[src/rtl/charger_consts.svh]
// Constants for the charger mode control block: offsets, bits, resets,
// strap defaults and timing. Assumes a 50 MHz core clock.
`ifndef CHARGER_CONSTS_SVH
`define CHARGER_CONSTS_SVH

`define CLK_PERIOD_NS    20
`define STRAP_SETTLE_US  40
`define STRAP_SETTLE_CYC (`STRAP_SETTLE_US * 1000 / `CLK_PERIOD_NS)
`define ENTRY_DEBOUNCE_MS 1
`define ENTRY_CYC  (`ENTRY_DEBOUNCE_MS * 1000000 / `CLK_PERIOD_NS)
`define EXIT_SHORT_MS 20
`define EXIT_LONG_MS  200
`define EXIT_SHORT_CYC (`EXIT_SHORT_MS * 1000000 / `CLK_PERIOD_NS)
`define EXIT_LONG_CYC  (`EXIT_LONG_MS * 1000000 / `CLK_PERIOD_NS)
`define SAFETY_HRS 12
`define SAFETY_CYC \
	(64'd`SAFETY_HRS * 64'd3600 * 64'd1000000000 / 64'd`CLK_PERIOD_NS)
`define LS_MIN_ON_NS 400
`define LS_MIN_ON_CYC ((`LS_MIN_ON_NS + `CLK_PERIOD_NS - 1) / `CLK_PERIOD_NS)

`define ADDR_CHARGE   8'h14
`define ADDR_UPPER    8'h15
`define ADDR_OPT_A    8'h3c
`define ADDR_OPT_B    8'h3d
`define ADDR_LOWER    8'h3e
`define ADDR_ADP_LIM  8'h3f
`define ADDR_OPT_C    8'h4c

`define OPT_A_SYSTEM_POWER_MONITOR_BIT  3
`define OPT_A_FREQ_LSB  8
`define OPT_C_HOST_BIT  7
`define OPT_C_SHIP_BIT  10
`define OPT_C_TERM_BIT  13

`define OPT_A_RESET   16'h0000
`define OPT_B_RESET   16'h0000
`define OPT_C_RESET   16'h0080
`define CHARGE_NO_BFET 16'h0020
`define CHARGE_AUTO    16'h01f4
`define ILIM_HIGH      16'h00bc
`define ILIM_LOW       16'h003c
`define MIN_BASE_MV    16'h1400
`define MIN_STEP_MV    16'h0a00
`define MAX_BASE_MV    16'h20d0
`define MAX_STEP_MV    16'h1068
`define MAX_ODD_MV     16'h0008
`define BAND_COUNT     5'h12

`endif

[src/rtl/charger_pkg.sv]
// Types and strap decode helpers for the charger mode control block.
// Assumes the constants header is on the include path.
`include "charger_consts.svh"
package charger_pkg;

	typedef enum logic [2:0] {
		AUTO_OFF,
		AUTO_WAIT,
		AUTO_CHARGE,
		AUTO_DONE,
		AUTO_EXPIRED
	} auto_state_type;

	// Three bands per cell count, 2 to 7 cells
	function automatic logic [2:0] cell_index_of(input logic [4:0] band);
		cell_index_of = 3'(band / 5'd3);
	endfunction

	function automatic logic [1:0] slot_of(input logic [4:0] band);
		slot_of = 2'(band % 5'd3);
	endfunction

	function automatic logic [15:0] upper_mv_of(input logic [4:0] band);
		logic [2:0] idx;
		idx = cell_index_of(band);
		upper_mv_of = 16'(`MAX_BASE_MV + idx * `MAX_STEP_MV
			+ (idx[0] ? `MAX_ODD_MV : 16'h0000));
	endfunction

	function automatic logic [15:0] lower_mv_of(input logic [4:0] band);
		lower_mv_of = 16'(`MIN_BASE_MV + cell_index_of(band) * `MIN_STEP_MV);
	endfunction

	function automatic logic [15:0] adp_limit_of(input logic [4:0] band);
		adp_limit_of = (slot_of(band) == 2'd2) ? `ILIM_LOW : `ILIM_HIGH;
	endfunction

endpackage

[src/rtl/hold_timer.sv]
// Counts cycles while a condition holds; done once held for limit cycles.
// Condition must come from the same clock domain.
`timescale 1ns/10ps
module hold_timer #(
	parameter int WIDTH = 16
) (
	input  wire logic             clk_in,
	input  wire logic             resetn_in,
	input  wire logic             cond_in,
	input  wire logic [WIDTH-1:0] limit_in,
	output logic                  done_out
);
	logic [WIDTH-1:0] count;
	logic [WIDTH-1:0] next_count;
	logic             next_done;

	always_comb
	begin
		next_count = '0;
		if (cond_in)
			next_count = (count == limit_in) ? count : count + 1'b1;
		next_done = cond_in && (next_count == limit_in);
	end

	always_ff @(posedge clk_in or negedge resetn_in)
	begin
		if (!resetn_in)
		begin
			count    <= '0;
			done_out <= 1'b0;
		end
		else
		begin
			count    <= next_count;
			done_out <= next_done;
		end
	end
endmodule

[src/rtl/strap_reader.sv]
// Strap measurement: sources the pin current, waits for the RC to settle,
// then latches the band. Band input is already synchronised by the caller.
`timescale 1ns/10ps
`include "charger_consts.svh"
module strap_reader (
	input  wire logic       clk_in,
	input  wire logic       resetn_in,
	input  wire logic       start_in,
	input  wire logic [4:0] band_in,
	output logic            source_en_out,
	output logic [4:0]      band_out,
	output logic            valid_out,
	output logic            done_out
);
	localparam logic [11:0] SETTLE = 12'(`STRAP_SETTLE_CYC);

	logic [11:0] count;
	logic [11:0] next_count;
	logic        next_busy;
	logic [4:0]  next_band;
	logic        next_valid;
	logic        next_done;

	always_comb
	begin
		next_busy  = source_en_out;
		next_count = count;
		next_band  = band_out;
		next_valid = valid_out;
		next_done  = 1'b0;
		if (!source_en_out)
		begin
			if (start_in)
			begin
				next_busy  = 1'b1;
				next_count = '0;
			end
		end
		else if (count == SETTLE - 12'd1)
		begin
			next_busy  = 1'b0;
			// Out-of-range readings clamp to the top band
			next_band  = (band_in >= `BAND_COUNT) ?
				`BAND_COUNT - 5'd1 : band_in;
			next_valid = 1'b1;
			next_done  = 1'b1;
		end
		else
			next_count = count + 12'd1;
	end

	always_ff @(posedge clk_in or negedge resetn_in)
	begin
		if (!resetn_in)
		begin
			source_en_out <= 1'b0;
			count         <= '0;
			band_out      <= '0;
			valid_out     <= 1'b0;
			done_out      <= 1'b0;
		end
		else
		begin
			source_en_out <= next_busy;
			count         <= next_count;
			band_out      <= next_band;
			valid_out     <= next_valid;
			done_out      <= next_done;
		end
	end
endmodule

[src/rtl/charger_mode_control.sv]
// Charger mode control: strap defaults, autonomous charging, ship mode,
// option registers and low-side minimum on-time. Registers are written by
// an SMBus engine outside; analog status pins are asynchronous.
`timescale 1ns/10ps
`include "charger_consts.svh"
module charger_mode_control #(
	parameter logic [15:0] ENTRY_CYC      = 16'(`ENTRY_CYC),
	parameter logic [23:0] EXIT_SHORT_CYC = 24'(`EXIT_SHORT_CYC),
	parameter logic [23:0] EXIT_LONG_CYC  = 24'(`EXIT_LONG_CYC),
	parameter logic [41:0] SAFETY_CYC     = 42'(`SAFETY_CYC)
) (
	input  wire logic        clk_in,
	input  wire logic        resetn_in,
	input  wire logic [7:0]  reg_addr_in,
	input  wire logic [15:0] reg_wdata_in,
	input  wire logic        reg_write_in,
	input  wire logic        topology_select_pin_in,
	input  wire logic        adapter_present_in,
	input  wire logic        batt_below_target_in,
	input  wire logic        charge_below_term_in,
	input  wire logic        constant_voltage_loop_in,
	input  wire logic [4:0]  strap_band_in,
	input  wire logic        lowside_request_in,
	input  wire logic        zero_cross_blocking_in,
	output logic [15:0]      reg_rdata_out,
	output logic             strap_source_en_out,
	output logic             adapter_switch_gate_out,
	output logic             battery_fet_gate_out,
	output logic             charge_enable_out,
	output logic [15:0]      charge_current_cmd_out,
	output logic [15:0]      upper_sys_voltage_out,
	output logic [15:0]      lower_sys_voltage_out,
	output logic [15:0]      adapter_limit_out,
	output logic [1:0]       switch_freq_sel_out,
	output logic             throttle_alert_out,
	output logic             throttle_alert_oe_n_out,
	output logic             host_timeout_hold_out,
	output logic             autonomous_active_out,
	output logic             lowside_gate_out,
	output logic             period_stretch_out
);
	localparam logic [4:0] LS_MIN = 5'(`LS_MIN_ON_CYC);

	logic [9:0] sync1;
	logic [9:0] sync2;
	wire s_topo  = sync2[0];
	wire s_adp   = sync2[1];
	wire s_below = sync2[2];
	wire s_term  = sync2[3];
	wire s_cv    = sync2[4];
	wire [4:0] s_band = sync2[9:5];

	// Topology capture waits for the synchroniser to fill after reset
	logic [1:0] por_cnt, next_por_cnt;
	logic       topo_known, next_topo_known;
	logic       bfet_config, next_bfet_config;
	wire topo_capture = (por_cnt == 2'd2) && !topo_known;

	logic [15:0] opt_a, opt_b, opt_c, charge, upper, lower, adp_lim;
	logic [15:0] next_opt_a, next_opt_b, next_opt_c, next_charge;
	logic [15:0] next_upper, next_lower, next_adp_lim;
	logic pend_read, pend_full, pend_adp, asg, adp_prev, system_power_monitor_prev;
	logic next_pend_read, next_pend_full, next_pend_adp, next_asg;

	logic       strap_busy, strap_valid;
	logic [4:0] strap_band;
	wire strap_start = pend_read && !strap_busy;
	wire apply = (pend_full || pend_adp) && !pend_read && !strap_busy
		&& strap_valid;
	wire adp_rise  = topo_known && s_adp && !adp_prev;
	wire system_power_monitor_on   = opt_a[`OPT_A_SYSTEM_POWER_MONITOR_BIT];
	wire system_power_monitor_rise = topo_known && system_power_monitor_on && !system_power_monitor_prev && !s_adp;

	charger_pkg::auto_state_type state, next_state;
	logic entry_done, exit_done, safety_done;
	wire auto_en = topo_known && bfet_config && !opt_c[`OPT_C_HOST_BIT];
	wire entry_cond = (state == charger_pkg::AUTO_WAIT
		|| state == charger_pkg::AUTO_DONE)
		&& battery_fet_gate_out && s_below;
	wire exit_cond = (state == charger_pkg::AUTO_CHARGE) && s_term && s_cv;
	wire [23:0] exit_limit = opt_c[`OPT_C_TERM_BIT] ?
		EXIT_LONG_CYC : EXIT_SHORT_CYC;

	logic [4:0] ls_cnt, next_ls_cnt;
	logic       next_ls_gate;

	always_ff @(posedge clk_in or negedge resetn_in)
	begin
		if (!resetn_in)
		begin
			sync1 <= '0;
			sync2 <= '0;
		end
		else
		begin
			sync1 <= {strap_band_in, constant_voltage_loop_in,
				charge_below_term_in, batt_below_target_in,
				adapter_present_in, topology_select_pin_in};
			sync2 <= sync1;
		end
	end

	always_comb
	begin
		next_por_cnt     = (por_cnt == 2'd3) ? por_cnt : por_cnt + 2'd1;
		next_topo_known  = topo_known || topo_capture;
		// Pin tied high means no battery FET
		next_bfet_config = topo_capture ? !s_topo : bfet_config;
	end

	always_ff @(posedge clk_in or negedge resetn_in)
	begin
		if (!resetn_in)
		begin
			por_cnt     <= '0;
			topo_known  <= 1'b0;
			bfet_config <= 1'b0;
		end
		else
		begin
			por_cnt     <= next_por_cnt;
			topo_known  <= next_topo_known;
			bfet_config <= next_bfet_config;
		end
	end

	strap_reader u_strap (
		.clk_in        (clk_in),
		.resetn_in     (resetn_in),
		.start_in      (strap_start),
		.band_in       (s_band),
		.source_en_out (strap_busy),
		.band_out      (strap_band),
		.valid_out     (strap_valid),
		.done_out      ()
	);

	assign strap_source_en_out = strap_busy;

	always_comb
	begin
		next_opt_a = opt_a;
		next_opt_b = opt_b;
		next_opt_c = opt_c;
		next_charge = charge;
		next_upper = upper;
		next_lower = lower;
		next_adp_lim = adp_lim;
		next_pend_read = pend_read && !strap_start;
		next_pend_full = pend_full;
		next_pend_adp = pend_adp && s_adp;
		next_asg = asg && s_adp;
		if (reg_write_in)
		begin
			case (reg_addr_in)
			`ADDR_OPT_A: next_opt_a = reg_wdata_in;
			`ADDR_OPT_B: next_opt_b = reg_wdata_in;
			`ADDR_OPT_C:
			begin
				next_opt_c = reg_wdata_in;
				// Ship may be set only with no adapter
				if (s_adp && !opt_c[`OPT_C_SHIP_BIT])
					next_opt_c[`OPT_C_SHIP_BIT] = 1'b0;
			end
			`ADDR_CHARGE:
			begin
				next_charge = reg_wdata_in;
				next_opt_c[`OPT_C_HOST_BIT] = 1'b1;
			end
			`ADDR_UPPER:
			begin
				next_upper = reg_wdata_in;
				next_opt_c[`OPT_C_HOST_BIT] = 1'b1;
			end
			`ADDR_LOWER: next_lower = reg_wdata_in;
			`ADDR_ADP_LIM: next_adp_lim = reg_wdata_in;
			default: next_opt_a = opt_a;
			endcase
		end
		if (topo_capture)
		begin
			// No-FET setups preload a gentle charge current under host control
			if (s_topo)
				next_charge = `CHARGE_NO_BFET;
			// Battery-only power-up skips the strap read
			next_pend_read = s_adp;
			next_pend_full = s_adp;
			next_pend_adp = s_adp;
		end
		if (system_power_monitor_rise)
		begin
			next_pend_read = 1'b1;
			next_pend_full = 1'b1;
		end
		if (adp_rise)
		begin
			next_pend_read = !strap_valid;
			next_pend_adp = 1'b1;
		end
		if (apply)
		begin
			next_adp_lim = charger_pkg::adp_limit_of(strap_band);
			if (pend_full || !system_power_monitor_on)
			begin
				next_upper = charger_pkg::upper_mv_of(strap_band);
				next_lower = charger_pkg::lower_mv_of(strap_band);
			end
			if (pend_full)
				next_opt_c[`OPT_C_HOST_BIT] = !bfet_config ||
					(charger_pkg::slot_of(strap_band) != 2'd0);
			next_pend_full = 1'b0;
			next_pend_adp = 1'b0;
			next_asg = pend_adp && s_adp;
		end
	end

	always_ff @(posedge clk_in or negedge resetn_in)
	begin
		if (!resetn_in)
		begin
			opt_a     <= `OPT_A_RESET;
			opt_b     <= `OPT_B_RESET;
			opt_c     <= `OPT_C_RESET;
			charge    <= '0;
			upper     <= '0;
			lower     <= '0;
			adp_lim   <= '0;
			pend_read <= 1'b0;
			pend_full <= 1'b0;
			pend_adp  <= 1'b0;
			asg       <= 1'b0;
			adp_prev  <= 1'b0;
			system_power_monitor_prev <= 1'b0;
		end
		else
		begin
			opt_a     <= next_opt_a;
			opt_b     <= next_opt_b;
			opt_c     <= next_opt_c;
			charge    <= next_charge;
			upper     <= next_upper;
			lower     <= next_lower;
			adp_lim   <= next_adp_lim;
			pend_read <= next_pend_read;
			pend_full <= next_pend_full;
			pend_adp  <= next_pend_adp;
			asg       <= next_asg;
			adp_prev  <= topo_known && s_adp;
			system_power_monitor_prev <= topo_known && system_power_monitor_on;
		end
	end

	hold_timer #(.WIDTH(16)) u_entry (
		.clk_in    (clk_in),
		.resetn_in (resetn_in),
		.cond_in   (entry_cond),
		.limit_in  (ENTRY_CYC),
		.done_out  (entry_done)
	);

	hold_timer #(.WIDTH(24)) u_exit (
		.clk_in    (clk_in),
		.resetn_in (resetn_in),
		.cond_in   (exit_cond),
		.limit_in  (exit_limit),
		.done_out  (exit_done)
	);

	hold_timer #(.WIDTH(42)) u_safety (
		.clk_in    (clk_in),
		.resetn_in (resetn_in),
		.cond_in   (state == charger_pkg::AUTO_CHARGE),
		.limit_in  (SAFETY_CYC),
		.done_out  (safety_done)
	);

	always_comb
	begin
		next_state = state;
		case (state)
		charger_pkg::AUTO_OFF:
			if (auto_en)
				next_state = charger_pkg::AUTO_WAIT;
		charger_pkg::AUTO_WAIT, charger_pkg::AUTO_DONE:
			if (!auto_en)
				next_state = charger_pkg::AUTO_OFF;
			else if (entry_done)
				next_state = charger_pkg::AUTO_CHARGE;
		charger_pkg::AUTO_CHARGE:
			if (!auto_en)
				next_state = charger_pkg::AUTO_OFF;
			else if (safety_done)
				next_state = charger_pkg::AUTO_EXPIRED;
			else if (exit_done)
				next_state = charger_pkg::AUTO_DONE;
		charger_pkg::AUTO_EXPIRED:
			if (!auto_en)
				next_state = charger_pkg::AUTO_OFF;
		default: next_state = charger_pkg::AUTO_OFF;
		endcase
	end

	always_ff @(posedge clk_in or negedge resetn_in)
	begin
		if (!resetn_in)
			state <= charger_pkg::AUTO_OFF;
		else
			state <= next_state;
	end

	wire auto_chg = (state == charger_pkg::AUTO_CHARGE);
	wire bfet_next = bfet_config && !opt_c[`OPT_C_SHIP_BIT]
		&& (charge != 16'h0000 || auto_en);
	logic [15:0] rdata;

	always_comb
	begin
		case (reg_addr_in)
		`ADDR_OPT_A:   rdata = opt_a;
		`ADDR_OPT_B:   rdata = opt_b;
		`ADDR_OPT_C:   rdata = opt_c;
		`ADDR_CHARGE:  rdata = charge;
		`ADDR_UPPER:   rdata = upper;
		`ADDR_LOWER:   rdata = lower;
		`ADDR_ADP_LIM: rdata = adp_lim;
		default:       rdata = 16'h0000;
		endcase
	end

	always_ff @(posedge clk_in or negedge resetn_in)
	begin
		if (!resetn_in)
		begin
			reg_rdata_out           <= '0;
			adapter_switch_gate_out <= 1'b0;
			battery_fet_gate_out    <= 1'b0;
			charge_enable_out       <= 1'b0;
			charge_current_cmd_out  <= '0;
			upper_sys_voltage_out   <= '0;
			lower_sys_voltage_out   <= '0;
			adapter_limit_out       <= '0;
			switch_freq_sel_out     <= '0;
			throttle_alert_oe_n_out <= 1'b1;
			host_timeout_hold_out   <= 1'b0;
			autonomous_active_out   <= 1'b0;
		end
		else
		begin
			reg_rdata_out           <= rdata;
			adapter_switch_gate_out <= asg;
			battery_fet_gate_out    <= bfet_next;
			// Expired safety timer keeps charging off until re-enabled
			charge_enable_out <= bfet_next
				&& state != charger_pkg::AUTO_EXPIRED
				&& (auto_chg || charge != 16'h0000);
			charge_current_cmd_out  <= auto_chg ?
				`CHARGE_AUTO : charge;
			upper_sys_voltage_out   <= upper;
			lower_sys_voltage_out   <= lower;
			adapter_limit_out       <= adp_lim;
			switch_freq_sel_out     <= opt_a[`OPT_A_FREQ_LSB+:2];
			throttle_alert_oe_n_out <= !auto_chg;
			host_timeout_hold_out   <= auto_chg;
			autonomous_active_out   <= auto_chg;
		end
	end

	assign throttle_alert_out = 1'b0;

	// Low-side gate held for the minimum so zero crossing stays visible
	always_comb
	begin
		next_ls_cnt  = '0;
		next_ls_gate = lowside_request_in;
		if (lowside_gate_out)
		begin
			next_ls_cnt = (ls_cnt == LS_MIN) ? ls_cnt : ls_cnt + 5'd1;
			if (zero_cross_blocking_in && ls_cnt < LS_MIN - 5'd1)
				next_ls_gate = 1'b1;
		end
	end

	always_ff @(posedge clk_in or negedge resetn_in)
	begin
		if (!resetn_in)
		begin
			ls_cnt           <= '0;
			lowside_gate_out <= 1'b0;
		end
		else
		begin
			ls_cnt           <= next_ls_cnt;
			lowside_gate_out <= next_ls_gate;
		end
	end

	assign period_stretch_out = lowside_gate_out && !lowside_request_in;
endmodule

[config.mk]
export PLATFORM = sky130hd
export DESIGN_NAME = charger_mode_control
export DESIGN_NICKNAME = d
export VERILOG_FILES = /design/src/rtl/charger_pkg.sv /design/src/rtl/hold_timer.sv /design/src/rtl/strap_reader.sv /design/src/rtl/charger_mode_control.sv
export VERILOG_INCLUDE_DIRS = /design/src /design/src/rtl
export SDC_FILE = /design/constraint.sdc
export NUM_CORES = 1
export LEC_CHECK = 0
export BUFFER_PORTS_ARGS = -buffer_cell sky130_fd_sc_hd__buf_2
export CORE_UTILIZATION = 52
export CTS_BUF_LIST = sky130_fd_sc_hd__clkbuf_4
export CTS_CLUSTER_SIZE = 28
export DETAILED_ROUTE_END_ITERATION = 10
export PLACE_DENSITY_LB_ADDON = 0.12
export SLEW_MARGIN = 5
export SYNTH_ARGS = -nofsm -noshare
export SYNTH_HDL_FRONTEND = slang
export SYNTH_HIERARCHICAL = 1
export SYNTH_SLANG_ARGS = --single-unit
[constraint.sdc]
create_clock -name clk_in -period 4.9 [get_ports clk_in]
set_input_delay 0.245 -clock clk_in [delete_from_list [all_inputs] [get_ports clk_in]]
set_output_delay 0.245 -clock clk_in [all_outputs]
set_load 0.05 [all_outputs]
==> results of run 1 <==
[registers in the layout, summed over array words and instances, names as in the netlist, 10 cells and up]
| name | cells |
|---|---|
| u_safety/count | 42 |
| reg_rdata_out | 16 |
| adp_lim | 16 |
| lower_sys_voltage_out | 16 |
| sync2 | 10 |
| opt_b | 16 |
| upper | 16 |
| u_strap/count | 12 |
| charge | 16 |
| charge_current_cmd_out | 16 |
| u_entry/count | 16 |
| adapter_limit_out | 16 |
| sync1 | 10 |
| u_exit/count | 24 |
| opt_a | 16 |
| lower | 16 |
| opt_c | 16 |
| upper_sys_voltage_out | 16 |
[power by group through the flow]
stage | Sequential, mW | Combinational, mW | Clock, mW
3_3_place_gp | 3.13 | 0.640 | 0
2_1_floorplan | 3.21 | 0.336 | 0
4_1_cts | 3.08 | 0.672 | 2.62
5_1_grt | 3.09 | 0.737 | 2.78
6_report | 3.08 | 0.670 | 2.54
3_5_place_dp | 3.13 | 0.650 | 0
[path summary, 6_finish.rpt]
check                           depth (start not counted)  slack, ns                        endpoint
min in group asynchronous                               2       0.16  adapter_limit_out[9]$_DFF_PN0_
worst max register to register                         17       0.51              upper[8]$_DFF_PN0_
worst max-delay path                                   17       0.51              upper[8]$_DFF_PN0_
worst min register to register                          0       0.34              sync2[0]$_DFF_PN0_
worst min-delay path                                    2       0.12              sync1[4]$_DFF_PN0_
max in group asynchronous                               3       3.48          por_cnt[1]$_DFFE_PN0P_
[layout by cell type (no fill, tap or decap), types with 10 or more instances in the layout]
master           n
inv_1           48
a31oi_1         12
mux2_2          63
nor2b_1         21
nand4_1         46
or3_1           32
or4_1           17
nand2b_1        31
ha_1            22
conb_1         203
o211ai_1        14
xnor2_1         89
o21a_1          12
a21oi_1         86
nor3b_1         10
buf_2          128
a211oi_1        11
nor4_1          23
dfrtp_1        340
nor2_1          88
nand2_1        187
clkinv_1        14
buf_4           19
o22ai_1         22
mux2i_1         45
o21ai_0         62
and2_1          17
a22oi_1         22
xor2_1          80
a22o_1          14
dlygate4sd3_1   29
and3_1          21
nor3_1          32
nand3_1         56
a221o_1         17
and4_1          12
clkbuf_4       143
[worst register-to-register path, delay by kind of cell, from the launching register on]
| family | cells | cell delay, ns |
|---|---|---|
| compound gates | 6 | 1.05 |
| xor+xnor | 1 | 0.38 |
| fa+ha+maj | 5 | 1.58 |
| buf+inv | 1 | 0.08 |
| flops | 1 | 0.51 |
| simple gates | 4 | 0.74 |
[stage by stage]
stage / instances / utilization (%)
floorplan: 2049 / -
finish: 2747 / 61.3
detailed placement: 2551 / 57.2
global placement: 2551 / 57.2
CTS: 2744 / 61.3
global route: 2747 / 61.3
[metal layers]
layer  vias to the layer above  track usage (%)  routed length (um)
met1                      7418             37.4               21800
met5                         -                0                   0
met2                       510             43.2               23100
met3                        88             4.71                2730
met4                         0             8.78                1180
li1                       7292                -                   -
[area by class of cell]
type,count,share of cell area [%]
flip-flops and latches,342,39.3
clock inverters,21,0.471
clock buffers,143,4.92
diodes,3,0.0344
well taps,461,2.65
repair buffers,178,5.08
inverters,49,0.855
multi-input cells,1550,46.7
[what timing repair did]
| action | CTS | global route |
|---|---|---|
| setup endpoints to repair | 0 | 1 |
| hold endpoints to repair | 250 | 0 |
| gates resized for setup | 0 | 1 |
| hold buffers | 29 | 0 |
==> load_flow_metrics.sql, run 1 <==
INSERT INTO impl_metrics (metric_group, metric, value, unit) VALUES
('setup_path', 'worstPathRequired', '5.58', 'ns'),
('worst_hold_path', 'hp-class', 'in -> reg', ''),
('timing', 'grt_setup_unrepaired', 'false', ''),
('cts', 'clockBufferDepth', '3', ''),
('pwr', 'vdd_drop_max', '0.248', 'mV'),
('cts', 'cts_tree', 'done', ''),
('run_status', 'status', 'finished, final reports clean', ''),
('timing', 'achievable-frequency', '228', 'MHz'),
('floorplan', 'area_inside_the_core_boundary', '35600', 'um^2'),
('run', 'cap_viol_max_count', '0', ''),
('cts', 'post_cts_setup_buffer_count', '0', ''),
('floorplan', 'design.die.area', '37000', 'um^2'),
('cts', 'cts.htree.levels', '3', ''),
('cts', 'clock_insertion_delay_worst_skew', '0.81', 'ns'),
('timing', 'tightestPinTransition', '1.25', 'ns'),
('floorplan', 'initial_core_util', '52.9', '%'),
('finish', 'area_growth_syn_to_layout', '15.8', '%'),
('timing', 'final-hold-violation-count', '0', ''),
('floorplan', 'core.rowCount', '69', ''),
('placement', 'gp_congestion', '0.897', ''),
('yosys', 'netlist_instances', '1848', ''),
('timing', 'final-max-slew-violation-count', '0', ''),
('cts', 'clock_sink_count', '342', ''),
('global_route', 'grt_antenna_before_repair', '2', ''),
('global_route', 'globalRouteOverflowTotal', '0', ''),
('pwr', 'leakagePower', '9.91', 'nW'),
('timing', 'setup_viol_count_final', '0', ''),
('finish', 'multi_input_comb_area', '10200', 'um^2'),
('route', 'num_vias', '15308', ''),
('timing', 'slew-limit-headroom', '16.3', '%'),
('yosys', 'yosys_warnings', '6', ''),
('global_route', 'grt_util_all_layers', '27.1', '%'),
('global_route', 'grt_pass1_wl', '78.4', 'mm'),
('setup_path', 'max_stage_delay_on_crit_path', '0.51', 'ns'),
('timing', 'min_period_over_period', '89.6', '%'),
('setup_path', 'cp_top_family', 'adder cells', ''),
('placement', 'placed_cell_area', '20300', 'um^2'),
('timing', 'setup_tns', '0', 'ns'),
('route', 'drt-initial-drc-count', '1000', ''),
('setup_path', 'worst_path_most_repeated_cell', 'ha_1', ''),
('route', 'drc', '0', ''),
('setup_path', 'worst_setup_path_start_kind', 'flop', ''),
('pwr', 'pwr_total', '6.29', 'mW'),
('setup_path', 'critical_path.cell_chain', 'ha_2, nand2b_1, o22ai_1, a22o_1, a21o_1, ha_1, a31oi_1, a31oi_1, nor2_1, inv_1, ha_1, ha_1, fa_1, xnor2_1, or3_1, o21ai_0, nor3_1', ''),
('finish', 'final.fill_count', '3152', ''),
('setup_path', 'crit_type', 'reg -> reg', ''),
('pwr', 'share_comb_of_total_power', '10.7', '%'),
('pwr', 'power.share.clock', '40.3', '%'),
('placement', 'hpwlAfterDp', '33.6', 'mm'),
('route', 'detail-route-antenna-nets', '0', ''),
('pwr', 'seq_power_share', '49.0', '%'),
('route', 'detail_route.first_pass.iterations', '5', ''),
('placement', 'pre_cts_slack', '0.420', 'ns'),
('setup_path', 'timing.critical_path.buf_inv', '1', ''),
('setup_path', 'rr_startpoint', 'u_strap/band_out[4]$_DFFE_PN0P_', ''),
('cts', 'clock_tree.root_cell', 'clkbuf_4', ''),
('pwr', 'cell_internal_pwr', '4.53', 'mW'),
('route', 'route.detailed.wl_per_inst', '17.8', 'um'),
('setup_path', 'worstSetupStartpoint', 'u_strap/band_out[4]$_DFFE_PN0P_', ''),
('floorplan', 'die_height', '192', 'um'),
('setup_path', 'critPathArrivalTime', '5.07', 'ns'),
('yosys', 'syn_area_per_cell', '10.2', 'um^2'),
('setup_path', 'crit_slowest_cell', 'dfrtp_1', ''),
('timing', 'finalCriticalPeriod', '4.39', 'ns'),
('pwr', 'net-switching-power', '1.76', 'mW'),
('route', 'drt-total-wl', '48.8', 'mm'),
('global_route', 'grt_pass1_vias', '14644', ''),
('floorplan', 'top_level_ports', '131', ''),
('worst_hold_path', 'holdCritStartpoint', 'constant_voltage_loop_in', ''),
('timing', 'clock-skew-final', '0.0823', 'ns'),
('finish', 'final_nets', '2276', '');
Note: power is estimated with default switching activity, not from simulation.
==> run 2: changes to the inputs <==
--- a/config.mk
+++ b/config.mk
@@ -12,6 +12,7 @@
 export CTS_CLUSTER_SIZE = 28
 export DETAILED_ROUTE_END_ITERATION = 10
 export PLACE_DENSITY_LB_ADDON = 0.12
+export RECOVER_POWER = 100
 export SLEW_MARGIN = 5
 export SYNTH_ARGS = -nofsm -noshare
 export SYNTH_HDL_FRONTEND = slang
==> constraint.sdc (replaced) <==
create_clock -name clk_in -period 3.9 [get_ports clk_in]
set_input_delay 0.195 -clock clk_in [delete_from_list [all_inputs] [get_ports clk_in]]
set_output_delay 0.195 -clock clk_in [all_outputs]
set_load 0.05 [all_outputs]
==> load_flow_metrics.sql, run 2 (synthesis gave the netlist of run 1 again) <==
INSERT INTO impl_metrics (metric_group, metric, value, unit) VALUES
('timing', 'setup_viol_count_final', '0', ''),
('placement', 'dpl.cell_count', '2574', ''),
('timing', 'finalCriticalPeriod', '3.78', 'ns'),
('cts', 'cts_made_buffers', '92', ''),
('setup_path', 'timing.critical_path.buf_inv', '1', ''),
('finish', 'multi_input_comb_area', '10200', 'um^2'),
('cts', 'clock_insertion_delay_worst_skew', '0.81', 'ns'),
('pwr', 'vdd_drop_max', '0.293', 'mV'),
('cts', 'clockBufferDepth', '3', ''),
('pwr', 'cell_internal_pwr', '5.75', 'mW'),
('setup_path', 'cp_top_family', 'adder cells', ''),
('pwr', 'seq_power_share', '48.5', '%'),
('finish', 'regMostFlops', 'u_safety/count', ''),
('placement', 'gp_congestion', '0.908', ''),
('route', 'drc', '0', ''),
('timing', 'min_period_over_period', '96.8', '%'),
('run_status', 'status', 'finished, violations left', ''),
('finish', 'final_nets', '2314', ''),
('setup_path', 'worstPathRequired', '4.55', 'ns'),
('run', 'cap_viol_max_count', '1', ''),
('finish', 'final_cell_mix', 'dfrtp_1 (340), conb_1 (203), nand2_1 (189)', ''),
('global_route', 'grt_antenna_before_repair', '2', ''),
('floorplan', 'die_w', '192', 'um'),
('floorplan', 'design.die.area', '37000', 'um^2'),
('timing', 'setup_tns', '0', 'ns'),
('floorplan', 'initial_core_util', '52.9', '%'),
('pwr', 'share_comb_of_total_power', '10.4', '%'),
('route', 'drt-total-wl', '49.4', 'mm'),
('timing', 'hold_worst_slack', '0.0827', 'ns'),
('timing', 'final-max-slew-violation-count', '110', ''),
('timing', 'final-hold-violation-count', '0', ''),
('finish', 'final.fill_count', '3074', ''),
('global_route', 'grt_pass1_wl', '78.4', 'mm'),
('setup_path', 'worstSetupEndpointType', 'flop', ''),
('timing', 'achievable-frequency', '265', 'MHz'),
('cts', 'clock_sink_count', '342', ''),
('pwr', 'power.share.switching', '27.8', '%'),
('run_status', 'failed_checks', 'capacitance limit, slew limit', ''),
('setup_path', 'crit_slowest_cell', 'fa_2', ''),
('floorplan', 'top_level_ports', '131', ''),
('timing', 'slew-limit-headroom', '-3.36', '%'),
('global_route', 'grt_pass1_vias', '14954', ''),
('placement', 'hpwlAfterDp', '34.2', 'mm'),
('finish', 'biggestRegsByFlops', 'u_safety/count: 42 flops, u_exit/count: 24 flops', ''),
('route', 'route.detailed.wl_per_inst', '17.8', 'um'),
('pwr', 'net-switching-power', '2.21', 'mW'),
('setup_path', 'critPathArrivalTime', '4.42', 'ns'),
('route', 'num_vias', '15562', ''),
('cts', 'clock_slew_seen_by_the_registers_of_the_worst_setup_and_hold_paths', '0.07', 'ns'),
('cts', 'clock_tree.root_cell', 'clkbuf_4', ''),
('setup_path', 'crit_path_max_fanout', '11', ''),
('setup_path', 'flop_to_flop_setup_slack', '0.12', 'ns'),
('global_route', 'globalRouteOverflowTotal', '0', ''),
('global_route', 'grt_max_degree', '110', ''),
('route', 'drt-initial-drc-count', '1202', ''),
('route', 'detail-route-antenna-nets', '0', ''),
('global_route', 'grt_util_all_layers', '27.1', '%'),
('setup_path', 'max_stage_delay_on_crit_path', '0.58', 'ns'),
('timing', 'tightestPinTransition', '1.55', 'ns'),
('worst_hold_path', 'hp-class', 'in -> reg', ''),
('pwr', 'pwr_total', '7.97', 'mW'),
('route', 'drt-vias-per-instance', '5.59', ''),
('setup_path', 'critical_path.cell_chain', 'ha_4, a31oi_1, o21ai_0, a31oi_1, ha_2, a31o_1, o211ai_2, a31oi_4, nor2_4, inv_2, ha_4, ha_2, fa_2, nor3_2, or3_1, nand3_1, o21ai_1', ''),
('setup_path', 'worst_setup_path_start_kind', 'flop', ''),
('finish', 'mostFrequentLayoutCell', 'dfrtp_1', ''),
('finish', 'drive_gt1_share', '15.7', '%'),
('floorplan', 'die_height', '192', 'um'),
('floorplan', 'area_inside_the_core_boundary', '35600', 'um^2'),
('pwr', 'leakagePower', '9.65', 'nW'),
('route', 'detail_route.first_pass.iterations', '5', ''),
('finish', 'layoutNonFillerInstCount', '2784', ''),
('floorplan', 'core.rowCount', '69', ''),
('pwr', 'power.share.clock', '41.1', '%'),
('finish', 'area_growth_syn_to_layout', '16.5', '%'),
('finish', 'largest_register_ff_count', '42', ''),
('setup_path', 'crit_type', 'reg -> reg', ''),
('cts', 'cts_tree', 'done', ''),
('pwr', 'p_per_area', '363', 'nW/um^2'),
('cts', 'cts.htree.levels', '3', ''),
('placement', 'buffer_ports.inserted', '129', ''),
('timing', 'clock-skew-final', '0.0770', 'ns'),
('finish', 'regArea', '8560', 'um^2');
==> run 2: metal layers <==
layer | vias up | global-route usage (%) | share of wire [%]
met5 | - | 0 | 0
met4 | 0 | 10.1 | 2.9
met3 | 97 | 5.00 | 6.5
met2 | 535 | 42.5 | 47
met1 | 7569 | 37.3 | 44
li1 | 7361 | - | -
==> run 2: timing repair <==
item	4_1_cts	5_1_grt
endpoints found under the setup margin	2	4
gates resized for setup	3	5
setup buffers	4	8
endpoints found under the hold margin	415	0
hold buffers	32	0
pin swaps	2	5
==> run 2: cell type report <==
cell class              instances  share of cell area [%]
well taps                     461                    2.63
clock buffers                 137                    4.69
multi-input cells            1550                    46.4
clock inverters                28                   0.827
diodes                          1                  0.0114
inverters                      49                   0.850
repair buffers                216                    5.56
flip-flops and latches        342                    39.0
==> run 2: path summary, 6_finish.rpt <==
check / startpoint / end / cells past startpoint
setup / recovery: u_strap/band_out[4]$_DFFE_PN0P_ / upper[9]$_DFF_PN0_ / 17
hold / removal: topology_select_pin_in / sync1[0]$_DFF_PN0_ / 2
setup reg to reg: u_strap/band_out[4]$_DFFE_PN0P_ / upper[9]$_DFF_PN0_ / 17
hold reg to reg: sync1[8]$_DFF_PN0_ / sync2[8]$_DFF_PN0_ / 0
max in group asynchronous: resetn_in / sync2[4]$_DFF_PN0_ / 4
min in group asynchronous: resetn_in / u_strap/count[11]$_DFFE_PN0P_ / 3
==> run 2: per-stage QoR <==
| step | utilization [%] | setup WS, ns | cell area, um^2 |
|---|---|---|---|
| 2_1_floorplan | - | -0.0995 | 19700 |
| 3_3_place_gp | 58.0 | 0.118 | 20600 |
| 3_5_place_dp | 58.0 | -0.0685 | 20600 |
| 4_1_cts | 62.4 | 0.0103 | 22200 |
| 5_1_grt | 61.7 | -0.0155 | 21900 |
| 6_report | 61.7 | 0.124 | 21900 |
==> run 2: power by group through the flow <==
stage / clock [mW] / sequential, mW / combinational [mW]
after floorplan: 0 / 4.03 / 0.422
after global placement: 0 / 3.92 / 0.817
after detailed placement: 0 / 3.93 / 0.830
after CTS: 3.37 / 3.86 / 0.861
after global routing: 3.57 / 3.88 / 0.913
final: 3.28 / 3.86 / 0.828
==> run 2: worst reg2reg max path: cells and delay by family (launching register included) <==
kind	cells	cell delay, ns
fa+ha+maj	5	1.43
compound gates	7	1.20
simple gates	4	0.51
flops	1	0.41
buf+inv	1	0.11
==> run 3: changes to the inputs <==
--- a/config.mk
+++ b/config.mk
@@ -11,6 +11,7 @@
 export CTS_BUF_LIST = sky130_fd_sc_hd__clkbuf_4
 export CTS_CLUSTER_SIZE = 28
 export DETAILED_ROUTE_END_ITERATION = 10
+export GPL_TIMING_DRIVEN = 0
 export PLACE_DENSITY_LB_ADDON = 0.12
 export RECOVER_POWER = 100
 export SLEW_MARGIN = 5
==> load_flow_metrics.sql, run 3 (synthesis gave the netlist of run 1 again) <==
INSERT INTO impl_metrics (metric_group, metric, value, unit) VALUES
('setup_path', 'critPathArrivalTime', '4.61', 'ns'),
('timing', 'final-hold-violation-count', '0', ''),
('pwr', 'power.share.clock', '40.6', '%'),
('finish', 'regMostFlops', 'u_safety/count', ''),
('pwr', 'cell_internal_pwr', '5.74', 'mW'),
('run', 'cap_viol_max_count', '3', ''),
('pwr', 'power.share.switching', '27.5', '%'),
('timing', 'setup_viol_count_final', '1', ''),
('pwr', 'share_comb_of_total_power', '10.6', '%'),
('global_route', 'grt_pass1_wl', '82.9', 'mm'),
('route', 'drc', '0', ''),
('floorplan', 'initial_core_util', '52.9', '%'),
('route', 'drt-vias-per-instance', '5.59', ''),
('finish', 'mostFrequentLayoutCell', 'dfrtp_1', ''),
('pwr', 'vdd_drop_max', '0.314', 'mV'),
('finish', 'final.fill_count', '3092', ''),
('route', 'drt-total-wl', '52.4', 'mm'),
('cts', 'clock_insertion_delay_worst_skew', '0.78', 'ns'),
('pwr', 'p_per_area', '351', 'nW/um^2'),
('global_route', 'grt_antenna_before_repair', '1', ''),
('finish', 'largest_register_ff_count', '42', ''),
('route', 'num_vias', '16014', ''),
('floorplan', 'core.rowCount', '69', ''),
('cts', 'clock_tree.root_cell', 'clkbuf_4', ''),
('run_status', 'status', 'finished, violations left', ''),
('cts', 'clock_sink_count', '342', ''),
('timing', 'finalCriticalPeriod', '3.96', 'ns'),
('timing', 'achievable-frequency', '252', 'MHz'),
('route', 'detail_route.first_pass.iterations', '5', ''),
('global_route', 'grt_util_all_layers', '28.9', '%'),
('timing', 'final-max-slew-violation-count', '285', ''),
('worst_hold_path', 'holdPathStages', '2', ''),
('run_status', 'failed_checks', 'capacitance limit, slew limit, setup timing', ''),
('placement', 'buffer_ports.inserted', '127', ''),
('timing', 'post-route-worst-setup-slack', '-0.0613', 'ns'),
('floorplan', 'die_w', '192', 'um'),
('route', 'detail-route-antenna-nets', '0', ''),
('cts', 'cts.htree.levels', '3', ''),
('timing', 'slew-limit-headroom', '-70.1', '%'),
('timing', 'min_period_over_period', '102', '%'),
('global_route', 'grt_pass1_vias', '15482', ''),
('setup_path', 'worstSetupEndpointType', 'flop', ''),
('setup_path', 'crit_type', 'reg -> reg', ''),
('cts', 'cts_made_buffers', '91', ''),
('cts', 'clock_slew_seen_by_the_registers_of_the_worst_setup_and_hold_paths', '0.06', 'ns'),
('setup_path', 'rr_worst_depth', '19', ''),
('route', 'drt-initial-drc-count', '1174', ''),
('finish', 'final_nets', '2402', ''),
('finish', 'final_core_utilization', '63.4', '%'),
('setup_path', 'worstPathRequired', '4.55', 'ns'),
('finish', 'area_growth_syn_to_layout', '19.7', '%'),
('floorplan', 'design.die.area', '37000', 'um^2'),
('floorplan', 'area_inside_the_core_boundary', '35600', 'um^2'),
('setup_path', 'crit_path_max_fanout', '9', ''),
('pwr', 'leakagePower', '9.95', 'nW'),
('floorplan', 'die_height', '192', 'um'),
('worst_hold_path', 'hp-class', 'in -> reg', ''),
('pwr', 'pwr_total', '7.91', 'mW'),
('pwr', 'net-switching-power', '2.17', 'mW'),
('timing', 'clock-skew-final', '0.0520', 'ns'),
('timing', 'setup_tns', '-0.0613', 'ns'),
('finish', 'final_cell_mix', 'dfrtp_1 (338), conb_1 (203), nand2_1 (188)', ''),
('finish', 'drive_gt1_share', '17.3', '%'),
('pwr', 'seq_power_share', '48.9', '%'),
('timing', 'tightestPinTransition', '2.55', 'ns'),
('placement', 'hpwlAfterDp', '37.1', 'mm'),
('finish', 'biggestRegsByFlops', 'u_safety/count: 42 flops, u_exit/count: 24 flops', ''),
('placement', 'gp_congestion', '0.949', ''),
('setup_path', 'worst_setup_path_start_kind', 'flop', ''),
('floorplan', 'top_level_ports', '131', ''),
('global_route', 'globalRouteOverflowTotal', '0', ''),
('global_route', 'grt_max_degree', '107', ''),
('timing', 'grt_setup_unrepaired', 'true', ''),
('route', 'route.detailed.wl_per_inst', '18.3', 'um'),
('cts', 'cts_tree', 'done', ''),
('cts', 'clockBufferDepth', '3', '');
[run 3: cell count changes in the layout (fill, tap and decap cells not counted), sizes merged]
cell	previous run	this run
buf	74	112
clkbuf	248	284
dlygate4sd3	31	38
bufinv	2	3
clkinv	23	24
clkinvlp	1	2
inv	51	50
[run 3: stage by stage]
stage	hold WS, ns	instances	instance area (um^2)	worst slack, ns
final	0.0984	2867	22500	-0.0613
after global routing	0.0394	2867	22500	-0.244
after CTS	0.00307	2854	22800	-0.0435
after detailed placement	0.177	2640	21000	-1.60
after global placement	0.303	2637	20900	-3.91
after floorplan	-0.101	2049	19700	-0.0995
[run 3: cell type report]
type	count	area (um^2)	area share, %
Inverter	49	188	0.833
Tap cell	461	577	2.56
Clock buffer	129	968	4.30
Clock inverter	30	206	0.916
Buffer	104	576	2.55
Multi-Input combinational cell	1550	10300	45.6
Timing Repair Buffer	201	1180	5.23
Antenna cell	1	2.50	0.0111
Sequential cell	342	8570	38.0
[run 3: timing repair]
action                     CTS  global route
pin swaps                   17            16
cloned                       0             0
setup endpoints to repair   42             7
hold buffers                39             0
hold endpoints to repair   465             0
gates resized for setup     24            14
buffers inserted            19            13
[run 3: power by group through the flow]
| stage | Clock [mW] | Sequential [mW] | Combinational, mW |
|---|---|---|---|
| CTS | 3.32 | 3.86 | 0.866 |
| global placement | 0 | 3.93 | 0.801 |
| detailed placement | 0 | 3.93 | 0.830 |
| finish | 3.21 | 3.87 | 0.835 |
| floorplan | 0 | 4.03 | 0.422 |
| global route | 3.49 | 3.89 | 0.915 |
[run 3: path summary, 6_finish.rpt]
check / from / endpoint / slack [ns]
hold reg to reg: sync1[9]$_DFF_PN0_ / sync2[9]$_DFF_PN0_ / 0.34
max in group asynchronous: resetn_in / u_strap/band_out[4]$_DFFE_PN0P_ / 0.46
setup reg to reg: u_strap/band_out[4]$_DFFE_PN0P_ / upper[8]$_DFF_PN0_ / -0.06
setup / recovery: u_strap/band_out[4]$_DFFE_PN0P_ / upper[8]$_DFF_PN0_ / -0.06
hold / removal: adapter_present_in / sync1[1]$_DFF_PN0_ / 0.1
min in group asynchronous: resetn_in / adapter_limit_out[0]$_DFF_PN0_ / 0.74
[run 3: critical path, stage by stage, from the launching register on]
cell and delay, ns:
dfrtp_2 0.50, ha_4 0.35, nand2b_4 0.15, a21oi_1 0.06, nor2_1 0.11, a31oi_1 0.06
ha_2 0.23, a31o_1 0.21, o211ai_2 0.22, a31oi_4 0.13, nor2_4 0.15, inv_2 0.07
ha_4 0.25, ha_4 0.16, fa_2 0.55, buf_6 0.12, nor2_4 0.04, or3_1 0.34
o21ai_1 0.10, nor3_1 0.08
[run 3: layer usage]
metal,routed length (um),up-vias,track usage [%]
met4,1910,0,12.7
met2,24200,595,45.6
met5,0,-,0
li1,-,7537,-
met1,23100,7752,39.4
met3,3260,130,4.60
